[src/rtl/opmode_pkg.sv]
// opmode_pkg: constants for the operating-mode control block.
// assumes: one 100 MHz clock, registers reached over a plain strobe port.
package opmode_pkg;
  // ---------------------------------------------------------------
  // register map
  // ---------------------------------------------------------------
  localparam logic [15:0] MODE_REG_ADDR  = 16'h000b;
  localparam logic [15:0] DBG_CTRL_ADDR  = 16'h00f0;
  // ---------------------------------------------------------------
  // field positions
  // ---------------------------------------------------------------
  localparam int NORMAL_BIT     = 7;
  localparam int SEL_HIGH_BIT   = 6;
  localparam int SEL_LOW_BIT    = 5;
  localparam int STRETCH_BIT    = 4;
  localparam int VIS_BIT        = 3;
  localparam int STOPWAI_BIT    = 2;
  localparam int PORT_K_EMU_BIT = 1;
  localparam int PORT_E_EMU_BIT = 0;
  // ---------------------------------------------------------------
  // mode codes {normal, high, low}
  // ---------------------------------------------------------------
  localparam logic [2:0] MODE_SPEC_SC   = 3'h0;
  localparam logic [2:0] MODE_SPEC_NAR  = 3'h1;
  localparam logic [2:0] MODE_SPEC_PER  = 3'h2;
  localparam logic [2:0] MODE_SPEC_WIDE = 3'h3;
  localparam logic [2:0] MODE_NORM_SC   = 3'h4;
  localparam logic [2:0] MODE_NORM_RSV  = 3'h6;
  // low five bits after reset
  localparam logic [4:0] LOW_RST_SPECIAL = 5'h1b;
  localparam logic [4:0] LOW_RST_NORMAL  = 5'h10;
  // ---------------------------------------------------------------
  // debug address windows
  // ---------------------------------------------------------------
  localparam logic [15:0] DBG_ROM_LO  = 16'hff20;
  localparam logic [15:0] DBG_REG_LO  = 16'hff00;
  localparam logic [15:0] DBG_REG_HI  = 16'hff06;
  localparam logic [7:0]  TOP_PAGE    = 8'hff;
  // ---------------------------------------------------------------
  // timing
  // ---------------------------------------------------------------
  localparam int CLK_PERIOD_NS  = 10;
  localparam int WAI_DRAIN_NS   = 40;
  localparam int WAI_DRAIN_CYC  = (WAI_DRAIN_NS + CLK_PERIOD_NS - 1) / CLK_PERIOD_NS;
  localparam logic [2:0] DBG_ENABLE_BIT = 3'h0;
endpackage

[src/rtl/operating_mode_control.sv]
// operating_mode_control: mode register, bus-visibility and debug map control.
// assumes: pins synchronous to i_clk; register port strobes one cycle wide.
//
// Decided for this implementation: the plain strobed port.
`timescale 1ns/100ps
`default_nettype none
module operating_mode_control (
  input  wire logic        i_clk,
  input  wire logic        i_rst_b,
  input  wire logic        i_debug_pin,
  input  wire logic        i_mode_select_high,
  input  wire logic        i_mode_select_low,
  input  wire logic [15:0] i_addr,
  input  wire logic [7:0]  i_wdata,
  input  wire logic        i_wr,
  input  wire logic        i_rd,
  input  wire logic        i_ext_access,
  input  wire logic        i_int_access,
  input  wire logic        i_int_rw,
  input  wire logic        i_int_low_byte_strobe,
  input  wire logic [15:0] i_int_addr,
  input  wire logic [15:0] i_int_data,
  input  wire logic        i_word_access,
  input  wire logic        i_wait_mode,
  input  wire logic        i_bus_busy,
  input  wire logic        i_serial_activate,
  input  wire logic        i_debug_entry_instruction,
  input  wire logic        i_debug_exit,
  input  wire logic [15:0] i_map_addr,
  output logic [7:0]       o_rdata,
  output logic             o_bus_clock,
  output logic             o_ext_bus_en,
  output logic [7:0]       o_port_a,
  output logic [7:0]       o_port_b,
  output logic [15:0]      o_ext_addr,
  output logic             o_ext_rw,
  output logic             o_low_byte_strobe_b,
  output logic             o_vis_cycle,
  output logic             o_core_hold,
  output logic             o_bus_unit_stopped,
  output logic             o_port_k_mapped,
  output logic             o_port_e_mapped,
  output logic             o_mode_reg_mapped,
  output logic             o_debug_active,
  output logic             o_debug_enabled,
  output logic             o_sel_debug_rom,
  output logic             o_sel_debug_regs,
  output logic             o_user_top_blocked
);
  // ---------------------------------------------------------------
  // state
  // ---------------------------------------------------------------
  typedef enum logic [2:0] {
    WS_RUN   = 3'b001,
    WS_DRAIN = 3'b010,
    WS_STOP  = 3'b100
  } wait_state_t;

  logic        boot_r;
  logic [2:0]  mode_r;
  logic [4:0]  low_r;
  logic [6:0]  written_r;
  logic        dbg_en_r;
  logic        dbg_act_r;
  logic        half_r;
  logic [15:0] hold_data_r;
  logic [15:0] hold_addr_r;
  logic [7:0]  drain_cnt_r;
  wait_state_t ws_r;
  wait_state_t ws_nxt;

  // ---------------------------------------------------------------
  // mode decode
  // ---------------------------------------------------------------
  wire normal      = mode_r[2];
  wire peripheral  = (mode_r == opmode_pkg::MODE_SPEC_PER);
  wire single_chip = (mode_r[1:0] == 2'b00);
  wire narrow      = (mode_r[1:0] == 2'b01);
  wire expanded    = !single_chip && !peripheral;
  wire stretch_en  = low_r[opmode_pkg::STRETCH_BIT] | expanded;
  wire vis_on      = low_r[opmode_pkg::VIS_BIT] && !single_chip;
  wire stop_wai    = low_r[opmode_pkg::STOPWAI_BIT];

  wire mode_hit = (i_addr == opmode_pkg::MODE_REG_ADDR) && !peripheral;
  wire dbg_hit  = (i_addr == opmode_pkg::DBG_CTRL_ADDR);
  wire mode_wr  = i_wr && mode_hit;

  // write permission per field, index = bit position for bits 4..0; take[6] gates bit 7, take[5] bits 6:5
  wire [2:0] new_mode = {i_wdata[7], i_wdata[6], i_wdata[5]};
  wire new_legal = (new_mode != opmode_pkg::MODE_SPEC_PER) &&
                   (new_mode != opmode_pkg::MODE_NORM_RSV) &&
                   (new_mode[1:0] != 2'b10);
  wire [6:0] take;
  // first special write lands only bit 4, bit 2 never; normal writes land once, bit 2 every time, bit 7 never
  assign take[6] = !normal && written_r[6];
  assign take[5] = normal ? !written_r[5] : written_r[5];
  assign take[4] = normal ? !written_r[4] : 1'b1;
  assign take[3] = normal ? !written_r[3] : written_r[3];
  assign take[2] = normal;
  assign take[1] = normal ? !written_r[1] : written_r[1];
  assign take[0] = normal ? !written_r[0] : written_r[0];
  wire [2:0] mode_nxt = {take[6] ? i_wdata[7] : mode_r[2],
                         take[5] ? i_wdata[6:5] : mode_r[1:0]};
  wire mode_ok = !peripheral && new_legal
                 && (mode_nxt != opmode_pkg::MODE_SPEC_PER)
                 && (mode_nxt != opmode_pkg::MODE_NORM_RSV);

  wire [7:0] mode_rd = {mode_r, stretch_en, vis_on ? 1'b1 : low_r[3], low_r[2:0]};
  wire [7:0] rd_nxt  = !i_rd ? 8'h00 :
                       mode_hit ? mode_rd :
                       dbg_hit ? {6'h00, dbg_act_r, dbg_en_r} : 8'h00;

  // ---------------------------------------------------------------
  // reset capture and mode register
  // ---------------------------------------------------------------
  // pins caught on the first clock after release, never in the reset term
  always_ff @(posedge i_clk or negedge i_rst_b) begin
    if (!i_rst_b) begin
      boot_r    <= 1'b1;
      mode_r    <= opmode_pkg::MODE_SPEC_SC;
      low_r     <= opmode_pkg::LOW_RST_SPECIAL;
      written_r <= 7'h00;
    end else if (boot_r) begin
      boot_r <= 1'b0;
      mode_r <= {i_debug_pin, i_mode_select_high, i_mode_select_low};
      low_r  <= i_debug_pin ? opmode_pkg::LOW_RST_NORMAL
                            : opmode_pkg::LOW_RST_SPECIAL;
    end else if (mode_wr) begin
      written_r <= 7'h7f;
      if (mode_ok) begin
        mode_r <= mode_nxt;
      end
      if (take[4]) begin
        low_r[4] <= i_wdata[4];
      end
      if (take[3]) begin
        low_r[3] <= i_wdata[3];
      end
      if (take[2]) begin
        low_r[2] <= i_wdata[2];
      end
      if (take[1]) begin
        low_r[1] <= i_wdata[1];
      end
      if (take[0]) begin
        low_r[0] <= i_wdata[0];
      end
    end
  end

  // ---------------------------------------------------------------
  // background debug
  // ---------------------------------------------------------------
  wire dbg_wr   = i_wr && dbg_hit;
  wire activate = dbg_en_r && !peripheral &&
                  (i_serial_activate || i_debug_entry_instruction);
  always_ff @(posedge i_clk or negedge i_rst_b) begin
    if (!i_rst_b) begin
      dbg_en_r  <= 1'b0;
      dbg_act_r <= 1'b0;
    end else if (boot_r) begin
      dbg_en_r  <= (mode_r == opmode_pkg::MODE_SPEC_SC) && !i_debug_pin
                   && !i_mode_select_high && !i_mode_select_low;
      dbg_act_r <= !i_debug_pin && !i_mode_select_high && !i_mode_select_low;
    end else begin
      if (dbg_wr) begin
        dbg_en_r <= i_wdata[opmode_pkg::DBG_ENABLE_BIT];
      end
      if (activate) begin
        dbg_act_r <= 1'b1;
      end else if (i_debug_exit) begin
        dbg_act_r <= 1'b0;
      end
    end
  end

  // ---------------------------------------------------------------
  // wait-mode shutdown of the bus unit
  // ---------------------------------------------------------------
  // drain delay lets a cycle already on the pins complete
  always_comb begin
    ws_nxt = ws_r;
    unique case (ws_r)
      WS_RUN:   if (i_wait_mode && stop_wai) ws_nxt = WS_DRAIN;
      WS_DRAIN: if (!i_wait_mode) ws_nxt = WS_RUN;
                else if (!i_bus_busy && drain_cnt_r == 8'h00) ws_nxt = WS_STOP;
      WS_STOP:  if (!i_wait_mode) ws_nxt = WS_RUN;
    endcase
  end
  always_ff @(posedge i_clk or negedge i_rst_b) begin
    if (!i_rst_b) begin
      ws_r        <= WS_RUN;
      drain_cnt_r <= 8'h00;
    end else begin
      ws_r        <= ws_nxt;
      drain_cnt_r <= (ws_r == WS_RUN) ? 8'(opmode_pkg::WAI_DRAIN_CYC)
                   : (drain_cnt_r != 8'h00) ? drain_cnt_r - 8'h01 : 8'h00;
    end
  end
  wire stopped = (ws_r == WS_STOP);

  // ---------------------------------------------------------------
  // external bus
  // ---------------------------------------------------------------
  wire vis_cyc   = vis_on && i_int_access && !i_ext_access;
  wire drive_bus = !single_chip && !stopped && (i_ext_access || vis_cyc);
  // narrow word splits only on an external access; visible and hidden internal cycles never split
  wire split     = narrow && i_ext_access && i_word_access && !half_r;
  wire hidden    = i_int_access && !vis_cyc && !i_ext_access;
  // stretched clock parks high on external, low on hidden cycles
  wire clk_nxt   = !stretch_en ? !o_bus_clock :
                   i_ext_access ? 1'b1 :
                   hidden ? 1'b0 : !o_bus_clock;
  wire [15:0] addr_now = half_r ? hold_addr_r + 16'h0001 : i_int_addr;
  wire [15:0] data_now = half_r ? hold_data_r : i_int_data;
  wire [7:0]  pa_nxt = !drive_bus && !half_r ? 8'h00 :
                       narrow && !vis_cyc ? (half_r ? data_now[7:0] : data_now[15:8])
                                          : data_now[15:8];
  wire [7:0]  pb_nxt = !drive_bus ? 8'h00 :
                       narrow && !vis_cyc ? addr_now[7:0] : data_now[7:0];

  always_ff @(posedge i_clk or negedge i_rst_b) begin
    if (!i_rst_b) begin
      half_r      <= 1'b0;
      hold_data_r <= 16'h0000;
      hold_addr_r <= 16'h0000;
    end else begin
      half_r <= split;
      if (split) begin
        hold_data_r <= i_int_data;
        hold_addr_r <= i_int_addr;
      end
    end
  end

  // ---------------------------------------------------------------
  // registered outputs
  // ---------------------------------------------------------------
  always_ff @(posedge i_clk or negedge i_rst_b) begin
    if (!i_rst_b) begin
      o_rdata             <= 8'h00;
      o_bus_clock         <= 1'b0;
      o_ext_bus_en        <= 1'b0;
      o_port_a            <= 8'h00;
      o_port_b            <= 8'h00;
      o_ext_addr          <= 16'h0000;
      o_ext_rw            <= 1'b1;
      o_low_byte_strobe_b <= 1'b1;
      o_vis_cycle         <= 1'b0;
      o_core_hold         <= 1'b0;
      o_bus_unit_stopped  <= 1'b0;
      o_port_k_mapped     <= 1'b1;
      o_port_e_mapped     <= 1'b1;
      o_mode_reg_mapped   <= 1'b1;
      o_debug_active      <= 1'b0;
      o_debug_enabled     <= 1'b0;
      o_sel_debug_rom     <= 1'b0;
      o_sel_debug_regs    <= 1'b0;
      o_user_top_blocked  <= 1'b0;
    end else begin
      o_rdata             <= rd_nxt;
      o_bus_clock         <= clk_nxt;
      o_ext_bus_en        <= drive_bus || half_r;
      o_port_a            <= pa_nxt;
      o_port_b            <= pb_nxt;
      o_ext_addr          <= drive_bus || half_r ? addr_now : 16'h0000;
      o_ext_rw            <= drive_bus ? i_int_rw : 1'b1;
      o_low_byte_strobe_b <= drive_bus ? i_int_low_byte_strobe : 1'b1;
      o_vis_cycle         <= vis_cyc && drive_bus;
      o_core_hold         <= peripheral || boot_r;
      o_bus_unit_stopped  <= stopped;
      o_port_k_mapped     <= single_chip || !low_r[opmode_pkg::PORT_K_EMU_BIT];
      o_port_e_mapped     <= single_chip || peripheral
                             || !low_r[opmode_pkg::PORT_E_EMU_BIT];
      o_mode_reg_mapped   <= !peripheral;
      o_debug_active      <= dbg_act_r;
      o_debug_enabled     <= dbg_en_r;
      o_sel_debug_rom     <= dbg_act_r && (i_map_addr >= opmode_pkg::DBG_ROM_LO);
      o_sel_debug_regs    <= dbg_act_r && (i_map_addr >= opmode_pkg::DBG_REG_LO)
                             && (i_map_addr <= opmode_pkg::DBG_REG_HI);
      o_user_top_blocked  <= dbg_act_r && (i_map_addr[15:8] == opmode_pkg::TOP_PAGE);
    end
  end
endmodule
`default_nettype wire

[config.mk]
export PLATFORM = sky130hd
export DESIGN_NAME = operating_mode_control
export DESIGN_NICKNAME = d
export VERILOG_FILES = /design/src/rtl/opmode_pkg.sv /design/src/rtl/operating_mode_control.sv
export SDC_FILE = /design/constraint.sdc
export NUM_CORES = 1
export LEC_CHECK = 0
export BUFFER_PORTS_ARGS = -buffer_cell sky130_fd_sc_hd__buf_2
export CELL_PAD_IN_SITES_DETAIL_PLACEMENT = 1
export CELL_PAD_IN_SITES_GLOBAL_PLACEMENT = 1
export CORE_ASPECT_RATIO = 0.6
export CORE_MARGIN = 2
export CORE_UTILIZATION = 44
export CTS_BUF_LIST = sky130_fd_sc_hd__clkbuf_2 sky130_fd_sc_hd__clkbuf_4 sky130_fd_sc_hd__clkbuf_8
export DETAILED_ROUTE_END_ITERATION = 8
export PLACE_DENSITY = 0.85
export SLEW_MARGIN = 0
export SYNTH_ARGS = -nofsm -noshare
export SYNTH_HDL_FRONTEND = slang
export SYNTH_SLANG_ARGS = --single-unit
[constraint.sdc]
create_clock -name i_clk -period 5.05 [get_ports i_clk]
set_input_delay 0.2525 -clock i_clk [delete_from_list [all_inputs] [get_ports i_clk]]
set_output_delay 0.2525 -clock i_clk [all_outputs]
set_load 0.05 [all_outputs]
==> summary.md <==
| Metric | Value |
|---|---|
| CTS tree | yes |
| GRT met3 Usage | 6.31% |
| Unique masters post-synth | 53 |
| IO Pins | roughly 140 |
| Finished Cell Area | between 6000 and 7000 um^2 |
| Final std cells w/o fill | 779 |
| Max-Cap Viols | 0 |
| Final Hold Violating Endpoints | 0 |
| DP HPWL | 10,300 um |
| 1st-iter DRT viols | 272 |
| DRC | 0 |
| Total Routing Usage GR | between 20% and 30% |
| Setup_tns | 0 ps |
| Synthesized Nets | between 500 and 600 |
| # rows | 29 |
| Top_reg_cell synth | dfrtp_1 |
| Via Count | between 4,000 and 5,000 |
| Dpl cells | 760 |
| Hold Buf Count CTS | 1 |
| Crit path launch type | flop |
| Core ar. | between 10,000 and 15,000 um^2 |
| Fillers | about 1,300 |
| Share of layout cells above drive strength 1 | about 29% |
| Die height | 85.9 um |
| Area after DPL | 5770 um^2 |
| VDD IR-drop max | approximately 0.16 mV |
| Tmin final | about 2600 ps |
| PD cells | 393 nW/um^2 |
| Total CTS buffers | 9 |
| CP endpoint kind | flop |
| Multi-input logic area | approximately 2000 um^2 |
| Drt total wl | 13,800 um |
| Register area | around 2800 um^2 |
| Post-CTS sizing | 0 |
| Clock Tree Buf Depth | 2 |
| Synthesized area | 4920 um^2 |
| First-pass GRT wire length | approximately 22,000 um |
| Number of global-route vias before repair | roughly 4,500 |
| Initial core utilization | between 40% and 50% |
| Die ar. | roughly 12,000 um^2 |
| Clk root buf | clkbuf_8 |
| CP Max Fanout | 34 |
| Worst-Margin Slew | ~1100 ps |
| Grt met2 use | between 40% and 50% |
| WL per Instance | ~18 um |
| Sink Count | 111 |
| Most crowded layer after global routing | met2 |
| Commonest non-fill, non-tap cells in the layout | buf_2, nand2_1, dfrtp_1 |
| Hold crit path type | in -> reg |
| Seq cells post-synth | about 110 |
| Outcome | complete, no violations |
| Die Wd | around 140 um |
| Area delta synth->final | 22.0% |
| CP Data Arrival Time | roughly 2800 ps |
| Setup Fix Bufs, Post-CTS | 0 |
| Fmax achieved | 0.390 GHz |
| EDFF count, synth | 0 |
| Post-route ant nets | 0 |
| Slew headroom | between 20% and 30% |
| Clock Skews | ~11 ps |
| Met1 GRT Util | between 30% and 40% |
| Commonest non-fill, non-tap cell in the layout | buf_2 |
| Clock slew at reported path FFs | ~110 ps |
| Worst hold slack | just under 60 ps |
| Count of pins over their slew limit | 0 |
| Ys async rst share | between 90% and 100% |
| Largest net degree at the start of global routing | 62 |
| Syn avg cell area | between 10 and 15 um^2 |
| Mapped Cells | around 490 |
| Skew-Pair Late Insertion Delay | 380 ps |
| Final Cycle Share | 50.8% |
| RSZ-0062 raised after global routing | no |
| H-tree depth | 3 |
| Fin nets | a little over 700 |
| Seq/Total Area, Yosys | between 50% and 60% |
| Initial antenna violation count | 1 |
| Gpl congestion | between 0.8 and 0.9 |
| Average vias per placed instance | approximately 5.3 |
| Yosys warnings | 0 |
| Leak | approximately 3.0 nW |
| Final-report setup violation count | 0 |
| CP required | between 5000 and 6000 ps |
| I/O Buffers | around 140 |
| Grt ovf | 0 |
| Crit path kind | reg -> reg |
| DR pass1 iterations | 4 |
## critical path, stage by stage (launching register included)
cell	delay (ps)
dfrtp_1	450
nor2b_1	190
nand4b_1	120
buf_4	350
clkinv_1	890
nand2_1	310
o21ai_0	110
## sequential cells by signal, summed over array words and instances (netlist names), 2 cells and up, named ones only
signal       cells
hold_addr_r     16
hold_data_r     16
low_r            5
o_port_b         8
mode_r           2
o_port_a         8
o_rdata          8
ws_r             3
drain_cnt_r      8
o_ext_addr      16
## per-layer routing
metal  vias up  wire length [um]
met5         -                 0
met4         0               226
met3        16               844
met2       112              6620
met1      2043              6160
li1       1940                 -
## synth_stat cells (all sizes together) (3+ instances only)
| library cell | instances | area (um^2) |
|---|---|---|
| inv | 11 | 41.3 |
| xnor2 | 14 | 123 |
| o22ai | 3 | 18.8 |
| dfstp | 11 | 289 |
| ha | 5 | 62.6 |
| nor2 | 34 | 138 |
| o21ai | 11 | 58.8 |
| mux2i | 8 | 80.1 |
| mux4 | 3 | 67.6 |
| and2 | 9 | 56.3 |
| nand2b | 9 | 56.3 |
| and3 | 5 | 31.3 |
| a211oi | 6 | 45.0 |
| xor2 | 7 | 61.3 |
| nand3 | 13 | 65.1 |
| nand4 | 6 | 37.5 |
| nand3b | 4 | 42.5 |
| nor4 | 5 | 31.3 |
| nor3 | 13 | 70.1 |
| a22o | 17 | 149 |
| clkbuf | 13 | 48.8 |
| nand2 | 135 | 507 |
| nor2b | 7 | 43.8 |
| dfrtp | 100 | 2500 |
| buf | 3 | 16.3 |
| a221oi | 3 | 26.3 |
| a21oi | 10 | 50.1 |
## logic make-up after synthesis
family	synth area share, %
simple gates	24.2
flops	56.7
compound gates	8.75
buf+inv	2.24
xor+xnor	3.74
mux	3.00
fa+ha+maj	1.27
other cells	0.0762
## metrics by stage
| step | worst slack, ps | power [mW] | utilization, % |
|---|---|---|---|
| after floorplan | 3270 | 1.59 | - |
| after global placement | 2580 | 1.76 | 53.7 |
| after detailed placement | 2530 | 1.81 | 53.7 |
| after CTS | 2480 | 2.38 | 55.8 |
| after global routing | 2260 | 2.49 | 55.9 |
| final | 2490 | 2.36 | 55.9 |
## area by class of cell
class / count / area share (%)
timing repair buffer: 147 / 12.5
clock inverter: 5 / 1.08
inverter: 12 / 0.750
sequential: 111 / 46.5
multi-input combinational: 352 / 33.6
tap: 139 / 2.90
clock buffer: 11 / 2.52
antenna: 2 / 0.0834
## worst paths after layout
path	startpoint	to	slack, ps	depth (start not counted)
worst max-delay path	mode_r[0]	hold_addr_r[0]	2490	6
worst min-delay path	i_int_rw	o_ext_rw	60	2
worst max register to register	mode_r[0]	hold_addr_r[0]	2490	6
worst min register to register	dbg_en_r	o_debug_enabled	470	0
max in group asynchronous	i_rst_b	o_bus_unit_stopped	3370	3
min in group asynchronous	i_rst_b	drain_cnt_r[6]	460	2
## power breakdown
part	internal (mW)	switching [mW]
Sequential	1.04	0.129
Clock	0.261	0.311
Combinational	0.225	0.390
Power figures use the tool's default switching activity.
